===== config.mk =====
export PLATFORM = sky130hd
export DESIGN_NAME = aas_datapath
export DESIGN_NICKNAME = d
export VERILOG_FILES = /design/src/aas_pkg.sv /design/src/aas_byte_adder.sv /design/src/aas_datapath.sv
export SDC_FILE = /design/constraint.sdc
export NUM_CORES = 1
export LEC_CHECK = 0
export ABC_AREA = 1
export BUFFER_PORTS_ARGS = -buffer_cell sky130_fd_sc_hd__buf_2
export CAP_MARGIN = 20
export CORE_AREA = 4 4 140 109
export CTS_CLUSTER_DIAMETER = 60
export DETAILED_ROUTE_END_ITERATION = 12
export DIE_AREA = 0 0 144 113
export SETUP_SLACK_MARGIN = 0.05
export SLEW_MARGIN = 20
export SYNTH_ARGS = -nofsm -noshare
export SYNTH_HDL_FRONTEND = slang
export SYNTH_SLANG_ARGS = --single-unit
export TNS_END_PERCENT = 20

===== constraint.sdc =====
create_clock -name clk_in -period 7.22 [get_ports clk_in]
set_input_delay 1.444 -clock clk_in [delete_from_list [all_inputs] [get_ports clk_in]]
set_output_delay 1.444 -clock clk_in [all_outputs]
set_load 0.005 [all_outputs]

===== src/aas_pkg.sv =====
// constants shared by the add/subtract datapath and its bus slave
package aas_pkg;
    // register word addresses on the avalon slave
    localparam logic [3:0] REG_CTRL     = 4'h0;
    localparam logic [3:0] REG_DEST     = 4'h1;
    localparam logic [3:0] REG_OPND     = 4'h2;
    localparam logic [3:0] REG_FLAGS    = 4'h3;
    localparam logic [3:0] REG_IO_CMD   = 4'h4;
    localparam logic [3:0] REG_IO_DATA  = 4'h5;
    localparam logic [3:0] REG_IO_FLAGS = 4'h6;

    // control register fields
    localparam int CTRL_OP_LSB    = 0;
    localparam int CTRL_START_BIT = 8;
    localparam int STAT_BUSY_BIT  = 0;
    localparam int STAT_REF_BIT   = 1;

    // operation codes in the control register
    localparam logic [2:0] OP_SUM             = 3'h0;
    localparam logic [2:0] OP_SUM_CARRY       = 3'h1;
    localparam logic [2:0] OP_WORD_SUM_IMM    = 3'h2;
    localparam logic [2:0] OP_DIFFERENCE      = 3'h3;
    localparam logic [2:0] OP_DIFF_CONSTANT   = 3'h4;
    localparam logic [2:0] OP_DIFF_BORROW     = 3'h5;
    localparam logic [2:0] OP_IO_BIT_SET      = 3'h6;
    localparam logic [2:0] OP_IO_BIT_CLEAR    = 3'h7;

    // status flag bit positions
    localparam int FLAG_C = 0;
    localparam int FLAG_Z = 1;
    localparam int FLAG_N = 2;
    localparam int FLAG_V = 3;
    localparam int FLAG_S = 4;
    localparam int FLAG_H = 5;

    // i/o space reached by the single-bit operations
    localparam logic [5:0] IO_BIT_MAX   = 6'h1F;
    localparam logic [5:0] IO_DATA_ADDR = 6'h10;
    localparam logic [5:0] IO_FLAG_ADDR = 6'h11;
    localparam int IO_CMD_BIT_LSB = 8;

    // reset values
    localparam logic [15:0] DEST_RST  = 16'h0000;
    localparam logic [7:0]  BYTE_RST  = 8'h00;
    localparam logic [5:0]  FLAGS_RST = 6'h00;

    typedef enum logic [1:0] {
        ST_IDLE,
        ST_EXEC,
        ST_WORD_HI
    } aas_state_type;
endpackage


===== src/aas_byte_adder.sv =====
// eight-bit adder slice with carry, half-carry and signed overflow
`timescale 1ns/100ps
module aas_byte_adder (
    input  wire logic [7:0] a_in,
    input  wire logic [7:0] b_in,
    input  wire logic       carry_in,
    output logic      [7:0] sum_out,
    output logic            carry_out,
    output logic            half_out,
    output logic            ovf_out
);
    logic [8:0] full;
    logic [4:0] low;

    always_comb begin
        full      = {1'b0, a_in} + {1'b0, b_in} + {8'h00, carry_in};
        low       = {1'b0, a_in[3:0]} + {1'b0, b_in[3:0]} + {4'h0, carry_in};
        sum_out   = full[7:0];
        carry_out = full[8];
        half_out  = low[4];
        ovf_out   = (a_in[7] == b_in[7]) && (full[7] != a_in[7]);
    end
endmodule


===== src/aas_datapath.sv =====
// add/subtract datapath with i/o bit operations behind an avalon slave
//
// Added by the designer: the register offsets and the Avalon-MM register port.
`timescale 1ns/100ps
module aas_datapath (
    input  wire logic        clk_in,
    input  wire logic        rst_b_in,
    input  wire logic [3:0]  avs_address_in,
    input  wire logic        avs_read_in,
    input  wire logic        avs_write_in,
    input  wire logic [31:0] avs_writedata_in,
    input  wire logic [3:0]  avs_byteenable_in,
    input  wire logic [7:0]  io_event_in,
    output logic      [31:0] avs_readdata_out,
    output logic             avs_waitrequest_out,
    output logic      [7:0]  io_flags_out
);
    aas_pkg::aas_state_type state_r, state_nxt;
    logic [2:0]  op_r, op_nxt;
    logic [15:0] dest_r, dest_nxt;
    logic [7:0]  src_r, src_nxt;
    logic [7:0]  imm_r, imm_nxt;
    logic [5:0]  flags_r, flags_nxt;
    logic [5:0]  io_addr_r, io_addr_nxt;
    logic [2:0]  io_bit_r, io_bit_nxt;
    logic [7:0]  io_data_r, io_data_nxt;
    logic [7:0]  io_flags_r, io_flags_nxt;
    logic        refused_r, refused_nxt;
    logic        lo_carry_r, lo_carry_nxt;
    logic        lo_zero_r, lo_zero_nxt;
    logic        wait_r, wait_nxt;
    logic [31:0] rdata_r, rdata_nxt;

    logic [7:0]  add_a, add_b, add_sum;
    logic        add_c, add_cout, add_half, add_ovf;
    logic        is_sub, req, act, wr;
    logic [7:0]  io_tv, io_nv, io_mask, io_clr;
    logic [31:0] wd;

    aas_byte_adder u_adder (
        .a_in      (add_a),
        .b_in      (add_b),
        .carry_in  (add_c),
        .sum_out   (add_sum),
        .carry_out (add_cout),
        .half_out  (add_half),
        .ovf_out   (add_ovf)
    );

    function automatic logic [7:0] merge8(input logic [7:0] old_v,
                                          input logic [7:0] new_v,
                                          input logic       be);
        merge8 = be ? new_v : old_v;
    endfunction

    // adder operand steering; subtraction is a plus inverted b plus one, or plus inverted carry for OP_DIFF_BORROW
    always_comb begin
        add_a  = dest_r[7:0];
        add_b  = src_r;
        add_c  = 1'b0;
        is_sub = 1'b0;
        unique case (op_r)
            aas_pkg::OP_SUM: begin
                add_c = 1'b0;
            end
            aas_pkg::OP_SUM_CARRY: begin
                add_c = flags_r[aas_pkg::FLAG_C];
            end
            aas_pkg::OP_WORD_SUM_IMM: begin
                if (state_r == aas_pkg::ST_WORD_HI) begin
                    add_a = dest_r[15:8];
                    add_b = 8'h00;
                    add_c = lo_carry_r;
                end else begin
                    add_b = imm_r;
                end
            end
            aas_pkg::OP_DIFFERENCE: begin
                add_b  = ~src_r;
                add_c  = 1'b1;
                is_sub = 1'b1;
            end
            aas_pkg::OP_DIFF_CONSTANT: begin
                add_b  = ~imm_r;
                add_c  = 1'b1;
                is_sub = 1'b1;
            end
            aas_pkg::OP_DIFF_BORROW: begin
                add_b  = ~src_r;
                add_c  = ~flags_r[aas_pkg::FLAG_C];
                is_sub = 1'b1;
            end
            aas_pkg::OP_IO_BIT_SET,
            aas_pkg::OP_IO_BIT_CLEAR: begin
                add_c = 1'b0;
            end
        endcase
    end

    // i/o bit operation: read the whole register, change one bit, write all
    always_comb begin
        io_mask = 8'h01 << io_bit_r;
        unique case (io_addr_r)
            aas_pkg::IO_DATA_ADDR: io_tv = io_data_r;
            aas_pkg::IO_FLAG_ADDR: io_tv = io_flags_r;
            default:               io_tv = 8'h00;
        endcase
        if (op_r == aas_pkg::OP_IO_BIT_SET) begin
            io_nv = io_tv | io_mask;
        end else begin
            io_nv = io_tv & ~io_mask;
        end
    end

    always_comb begin
        req          = avs_read_in | avs_write_in;
        act          = req & ~wait_r;
        wr           = act & avs_write_in;
        wd           = avs_writedata_in;
        state_nxt    = state_r;
        op_nxt       = op_r;
        dest_nxt     = dest_r;
        src_nxt      = src_r;
        imm_nxt      = imm_r;
        flags_nxt    = flags_r;
        io_addr_nxt  = io_addr_r;
        io_bit_nxt   = io_bit_r;
        io_data_nxt  = io_data_r;
        io_clr       = 8'h00;
        refused_nxt  = refused_r;
        lo_carry_nxt = lo_carry_r;
        lo_zero_nxt  = lo_zero_r;
        // one wait state per access; stall entirely while busy
        wait_nxt     = ~(req & wait_r & (state_r == aas_pkg::ST_IDLE));
        rdata_nxt    = rdata_r;
        if (req & wait_r) begin
            unique case (avs_address_in)
                aas_pkg::REG_CTRL: rdata_nxt =
                    {30'h0, refused_r, state_r != aas_pkg::ST_IDLE};
                aas_pkg::REG_DEST:     rdata_nxt = {16'h0000, dest_r};
                aas_pkg::REG_OPND:     rdata_nxt = {16'h0000, imm_r, src_r};
                aas_pkg::REG_FLAGS:    rdata_nxt = {26'h0, flags_r};
                aas_pkg::REG_IO_CMD:
                    rdata_nxt = {21'h0, io_bit_r, 2'b00, io_addr_r};
                aas_pkg::REG_IO_DATA:  rdata_nxt = {24'h0, io_data_r};
                aas_pkg::REG_IO_FLAGS: rdata_nxt = {24'h0, io_flags_r};
                default:               rdata_nxt = 32'h0000_0000;
            endcase
        end
        if (wr) begin
            unique case (avs_address_in)
                aas_pkg::REG_CTRL: begin
                    if (avs_byteenable_in[1] & wd[aas_pkg::CTRL_START_BIT]
                        & avs_byteenable_in[0]) begin
                        op_nxt      = wd[aas_pkg::CTRL_OP_LSB +: 3];
                        state_nxt   = aas_pkg::ST_EXEC;
                        refused_nxt = 1'b0;
                    end
                end
                aas_pkg::REG_DEST: begin
                    dest_nxt[7:0]  = merge8(dest_r[7:0], wd[7:0],
                                            avs_byteenable_in[0]);
                    dest_nxt[15:8] = merge8(dest_r[15:8], wd[15:8],
                                            avs_byteenable_in[1]);
                end
                aas_pkg::REG_OPND: begin
                    src_nxt = merge8(src_r, wd[7:0], avs_byteenable_in[0]);
                    imm_nxt = merge8(imm_r, wd[15:8], avs_byteenable_in[1]);
                end
                aas_pkg::REG_FLAGS: begin
                    if (avs_byteenable_in[0]) begin
                        flags_nxt = wd[5:0];
                    end
                end
                aas_pkg::REG_IO_CMD: begin
                    if (avs_byteenable_in[0]) begin
                        io_addr_nxt = wd[5:0];
                    end
                    if (avs_byteenable_in[1]) begin
                        io_bit_nxt = wd[aas_pkg::IO_CMD_BIT_LSB +: 3];
                    end
                end
                aas_pkg::REG_IO_DATA: begin
                    io_data_nxt = merge8(io_data_r, wd[7:0],
                                         avs_byteenable_in[0]);
                end
                aas_pkg::REG_IO_FLAGS: begin
                    io_clr = avs_byteenable_in[0] ? wd[7:0] : 8'h00;
                end
                default: begin
                    io_clr = 8'h00;
                end
            endcase
        end
        unique case (state_r)
            aas_pkg::ST_IDLE: begin
                lo_zero_nxt = lo_zero_r;
            end
            aas_pkg::ST_EXEC: begin
                state_nxt = aas_pkg::ST_IDLE;
                if (op_r == aas_pkg::OP_IO_BIT_SET ||
                    op_r == aas_pkg::OP_IO_BIT_CLEAR) begin
                    if (io_addr_r > aas_pkg::IO_BIT_MAX) begin
                        refused_nxt = 1'b1;
                    end else if (io_addr_r == aas_pkg::IO_DATA_ADDR) begin
                        io_data_nxt = io_nv;
                    end else if (io_addr_r == aas_pkg::IO_FLAG_ADDR) begin
                        // set flags written back as one
                        io_clr = io_nv;
                    end
                end else if (op_r == aas_pkg::OP_WORD_SUM_IMM) begin
                    dest_nxt[7:0] = add_sum;
                    lo_carry_nxt  = add_cout;
                    lo_zero_nxt   = (add_sum == 8'h00);
                    state_nxt     = aas_pkg::ST_WORD_HI;
                end else begin
                    dest_nxt[7:0] = add_sum;
                    flags_nxt[aas_pkg::FLAG_C] = add_cout ^ is_sub;
                    flags_nxt[aas_pkg::FLAG_H] = add_half ^ is_sub;
                    flags_nxt[aas_pkg::FLAG_Z] = (add_sum == 8'h00);
                    flags_nxt[aas_pkg::FLAG_N] = add_sum[7];
                    flags_nxt[aas_pkg::FLAG_V] = add_ovf;
                end
            end
            aas_pkg::ST_WORD_HI: begin
                state_nxt      = aas_pkg::ST_IDLE;
                dest_nxt[15:8] = add_sum;
                flags_nxt[aas_pkg::FLAG_C] = add_cout;
                flags_nxt[aas_pkg::FLAG_Z] = lo_zero_r & (add_sum == 8'h00);
                flags_nxt[aas_pkg::FLAG_N] = add_sum[7];
                flags_nxt[aas_pkg::FLAG_V] = add_ovf;
                flags_nxt[aas_pkg::FLAG_S] = add_sum[7] ^ add_ovf;
            end
        endcase
        // a new event beats a clear in the same cycle
        io_flags_nxt = (io_flags_r & ~io_clr) | io_event_in;
    end

    always_ff @(posedge clk_in or negedge rst_b_in) begin
        if (!rst_b_in) begin
            state_r    <= aas_pkg::ST_IDLE;
            op_r       <= aas_pkg::OP_SUM;
            dest_r     <= aas_pkg::DEST_RST;
            src_r      <= aas_pkg::BYTE_RST;
            imm_r      <= aas_pkg::BYTE_RST;
            flags_r    <= aas_pkg::FLAGS_RST;
            io_addr_r  <= 6'h00;
            io_bit_r   <= 3'h0;
            io_data_r  <= aas_pkg::BYTE_RST;
            io_flags_r <= aas_pkg::BYTE_RST;
            refused_r  <= 1'b0;
            lo_carry_r <= 1'b0;
            lo_zero_r  <= 1'b0;
            wait_r     <= 1'b1;
            rdata_r    <= 32'h0000_0000;
        end else begin
            state_r    <= state_nxt;
            op_r       <= op_nxt;
            dest_r     <= dest_nxt;
            src_r      <= src_nxt;
            imm_r      <= imm_nxt;
            flags_r    <= flags_nxt;
            io_addr_r  <= io_addr_nxt;
            io_bit_r   <= io_bit_nxt;
            io_data_r  <= io_data_nxt;
            io_flags_r <= io_flags_nxt;
            refused_r  <= refused_nxt;
            lo_carry_r <= lo_carry_nxt;
            lo_zero_r  <= lo_zero_nxt;
            wait_r     <= wait_nxt;
            rdata_r    <= rdata_nxt;
        end
    end

    assign avs_readdata_out    = rdata_r;
    assign avs_waitrequest_out = wait_r;
    assign io_flags_out        = io_flags_r;
endmodule


==> summary.txt <==
Status
  – Outcome: finished clean

Drt
  – WL per Instance: 17.0 um
  – Iteration count of the initial detailed-routing pass: 5
  – Via/cell ratio: 5.22
  – DRC Markers: 0
  – Final wirelength: 17200 um
  – Antenna Nets Post-Route: 0
  – Vias: 5309
  – Starting DRT DRC Count: 460

Timing
  – Finish-stage setup viols: 0
  – Worst-Margin Slew: 0.684 ns
  – Worst hold margin: 0.476 ns
  – Crit share post-route: 49.0%
  – Worst rel slew slack: 54.4%
  – TNS Setup: 0 ns
  – RSZ-0062 raised after global routing: no
  – Hold Violations, Final: 0
  – Fin worst setup slack: 3.68 ns
  – Pins Over Slew Limit: 0
  – Max frequency: 283 MHz
  – Minimum clock period: 3.54 ns
  – Final Skew: 0.00722 ns

Clock tree
  – Clock-pin slew on the worst setup and hold paths: 0.07 ns
  – CTS H-tree depth: 3
  – Clk Tree Root Cell: clkbuf_16
  – Clock Path Buffers: 2
  – Hold_buf cts: 0
  – CTS resizes: 0
  – Worst-Skew Late Latency: 0.34 ns
  – CTS Buf Count: 9
  – Post-CTS Setup Repair Bufs: 0
  – CTS tree: yes
  – Clk sink count: 88

Logic synthesis
  – Ys flop type: dfrtp_1
  – Synth top area share: 39.0%
  – Top post-synthesis cells by area: dfrtp_1 39%, nand2_1 16%, inv_1 7.0%
  – Post-synth EDFFs: 0
  – Number of synthesized register bits: 88
  – Avg Cell Area, Syn: 7.18 um2
  – Mapped Area: 5580 um2
  – Ys Warns: 0
  – Synth area leader: dfrtp_1
  – Ys async rst share: 100%
  – Synth cell types: 46
  – Register area share after synthesis: 39.5%
  – Cells after synthesis: 778

Cells and area
  – Total Nets Final: 896
  – P&R area growth vs syn: 12.5%
  – Most common cell after layout, fill and taps aside: nand2_1
  – Fraction of layout cells with a size suffix above 1: 13.7%
  – # diodes: 0
  – Final cell count without fillers: 1017
  – Commonest non-fill, non-tap cells in the layout: 242 x nand2_1, 104 x inv_1, 87 x dfrtp_1

Power
  – Pwr dens: 164 nW/um2
  – Leak: 0.00327 uW
  – Peak VDD IR: 0.138 mV
  – Final Power: 1030 uW

Floorplanning
  – Die area: 16300 um2
  – Die Y: 113 um
  – Row count: 38
  – I/O pins: 93
  – CORE AREA: 14000 um2
  – Die Width: 144 um
  – Initial core utilization: 39.8%

Global routing
  – Antenna violations before repair: 0
  – Largest net degree at the start of global routing: 76
  – Vias in the first global route: 4801
  – Gr ovfl total: 0
  – Tot GR Track Use: 21.2%
  – Global-route wire length before repair: 26800 um

Placement
  – GPL Wtd Cong: 0.917
  – Post-Place Cells: 1000
  – Post-DP HPWL: 13300 um
  – Count of buffers from port buffering: 58
  – Place WS: 3.74 ns

Hold path
  – Hold Crit Class: reg2reg

Critical path
  – Critical Path RT: 7.50 ns
  – Worst Setup End Kind: flip-flop
  – CP Max Fanout: 15
  – Critical setup path kind: reg2reg
  – Crit path DAT: 3.82 ns
  – Startpoint Class: flip-flop

Job
  – # Max-Cap Violations: 0
[worst paths after layout]
check,startpoint,to,slack [ns],cells after the start
max,state_r[0],flags_r[1],3.68,14
min,avs_readdata_out[8],avs_readdata_out[8],0.48,2
max reg2reg,state_r[0],flags_r[1],3.68,14
min reg2reg,avs_readdata_out[8],avs_readdata_out[8],0.48,2
max in group asynchronous,rst_b_in,avs_waitrequest_out,5.27,3
min in group asynchronous,rst_b_in,lo_zero_r,0.94,1
[critical path, cell delays in order, from the launching register on]
cell and delay, ns:
dfrtp_1 0.38, inv_1 0.10, ha_1 0.55, nand2_2 0.31
o21ai_0 0.22, inv_1 0.08, fa_1 0.49, fa_1 0.46
nand2_1 0.11, nand3_1 0.06, nand2_1 0.07, nand2_1 0.11
nor2_1 0.27, nand4_1 0.17, nand2_1 0.09
[registers in the layout, summed over array words and instances, names as in the netlist, 2 cells and up]
signal / cells
avs_readdata_out: 16
dest_r: 16
imm_r: 8
io_data_r: 8
io_flags_out: 8
src_r: 8
flags_r: 6
io_addr_r: 6
io_bit_r: 3
op_r: 3
state_r: 2
[per-stage QoR]
| step | utilization, % | area (um2) |
|---|---|---|
| finish | 44.8 | 6280 |
| floorplan | - | 5640 |
| global route | 44.8 | 6280 |
| global placement | 42.6 | 5970 |
| detailed placement | 42.6 | 5970 |
| CTS | 44.6 | 6250 |
[cells in the mapped netlist, types with 2 or more instances]
| library cell | n |
|---|---|
| nand2_1 | 242 |
| inv_1 | 104 |
| dfrtp_1 | 87 |
| o21ai_0 | 57 |
| a21oi_1 | 46 |
| nor2_1 | 40 |
| nand3_1 | 30 |
| buf_4 | 16 |
| o21ai_1 | 14 |
| o22ai_1 | 12 |
| nand4_1 | 11 |
| ha_1 | 10 |
| nor2_2 | 10 |
| nor3_1 | 10 |
| a31oi_1 | 9 |
| nand2_2 | 8 |
| o221ai_1 | 8 |
| buf_2 | 7 |
| clkbuf_1 | 7 |
| o211ai_1 | 7 |
| o21ai_2 | 4 |
| inv_2 | 3 |
| nand3b_1 | 3 |
| xor2_1 | 3 |
| a211oi_1 | 2 |
| a21o_1 | 2 |
| a21oi_2 | 2 |
| fa_1 | 2 |
| nand2_4 | 2 |
| nor2_4 | 2 |
| o2111ai_1 | 2 |
| o21bai_1 | 2 |
[where the power goes]
group | internal (uW) | switching, uW
combinational | 18.9 | 45.0
sequential | 498 | 2.99
clock | 242 | 221
total | 758 | 269
[cells by family (layout without fill, tap and decap cells)]
| group | Yosys count | in the layout | synth area share (%) |
|---|---|---|---|
| AO/OA/AOI/OAI | 171 | 171 | 17.8 |
| other | 1 | 16 | 0.0672 |
| buffers and inverters | 140 | 184 | 10.9 |
| AND/OR/NAND/NOR | 362 | 362 | 28.1 |
| multiplexers | 1 | 1 | 0.202 |
| XOR/XNOR | 3 | 3 | 0.471 |
| flip-flops | 88 | 88 | 39.5 |
| adder cells (fa/ha/maj) | 12 | 12 | 2.96 |
[final cells by class]
type | instances | area (um2)
fill | 1450 | 7740
clock inverter | 7 | 60.1
sequential | 88 | 2200
tap | 180 | 225
inverter | 108 | 410
multi-input combinational | 565 | 2830
timing repair buffer | 60 | 328
clock buffer | 9 | 225
[layer usage]
metal	global-route usage, %	up-vias	share of wire (%)
li1	-	2618	-
met1	35.2	2469	51
met2	29.0	209	40
met3	3.59	13	8.2
met4	3.45	0	0.78
met5	0	-	0
No activity file was read; power rests on OpenSTA's default activity.
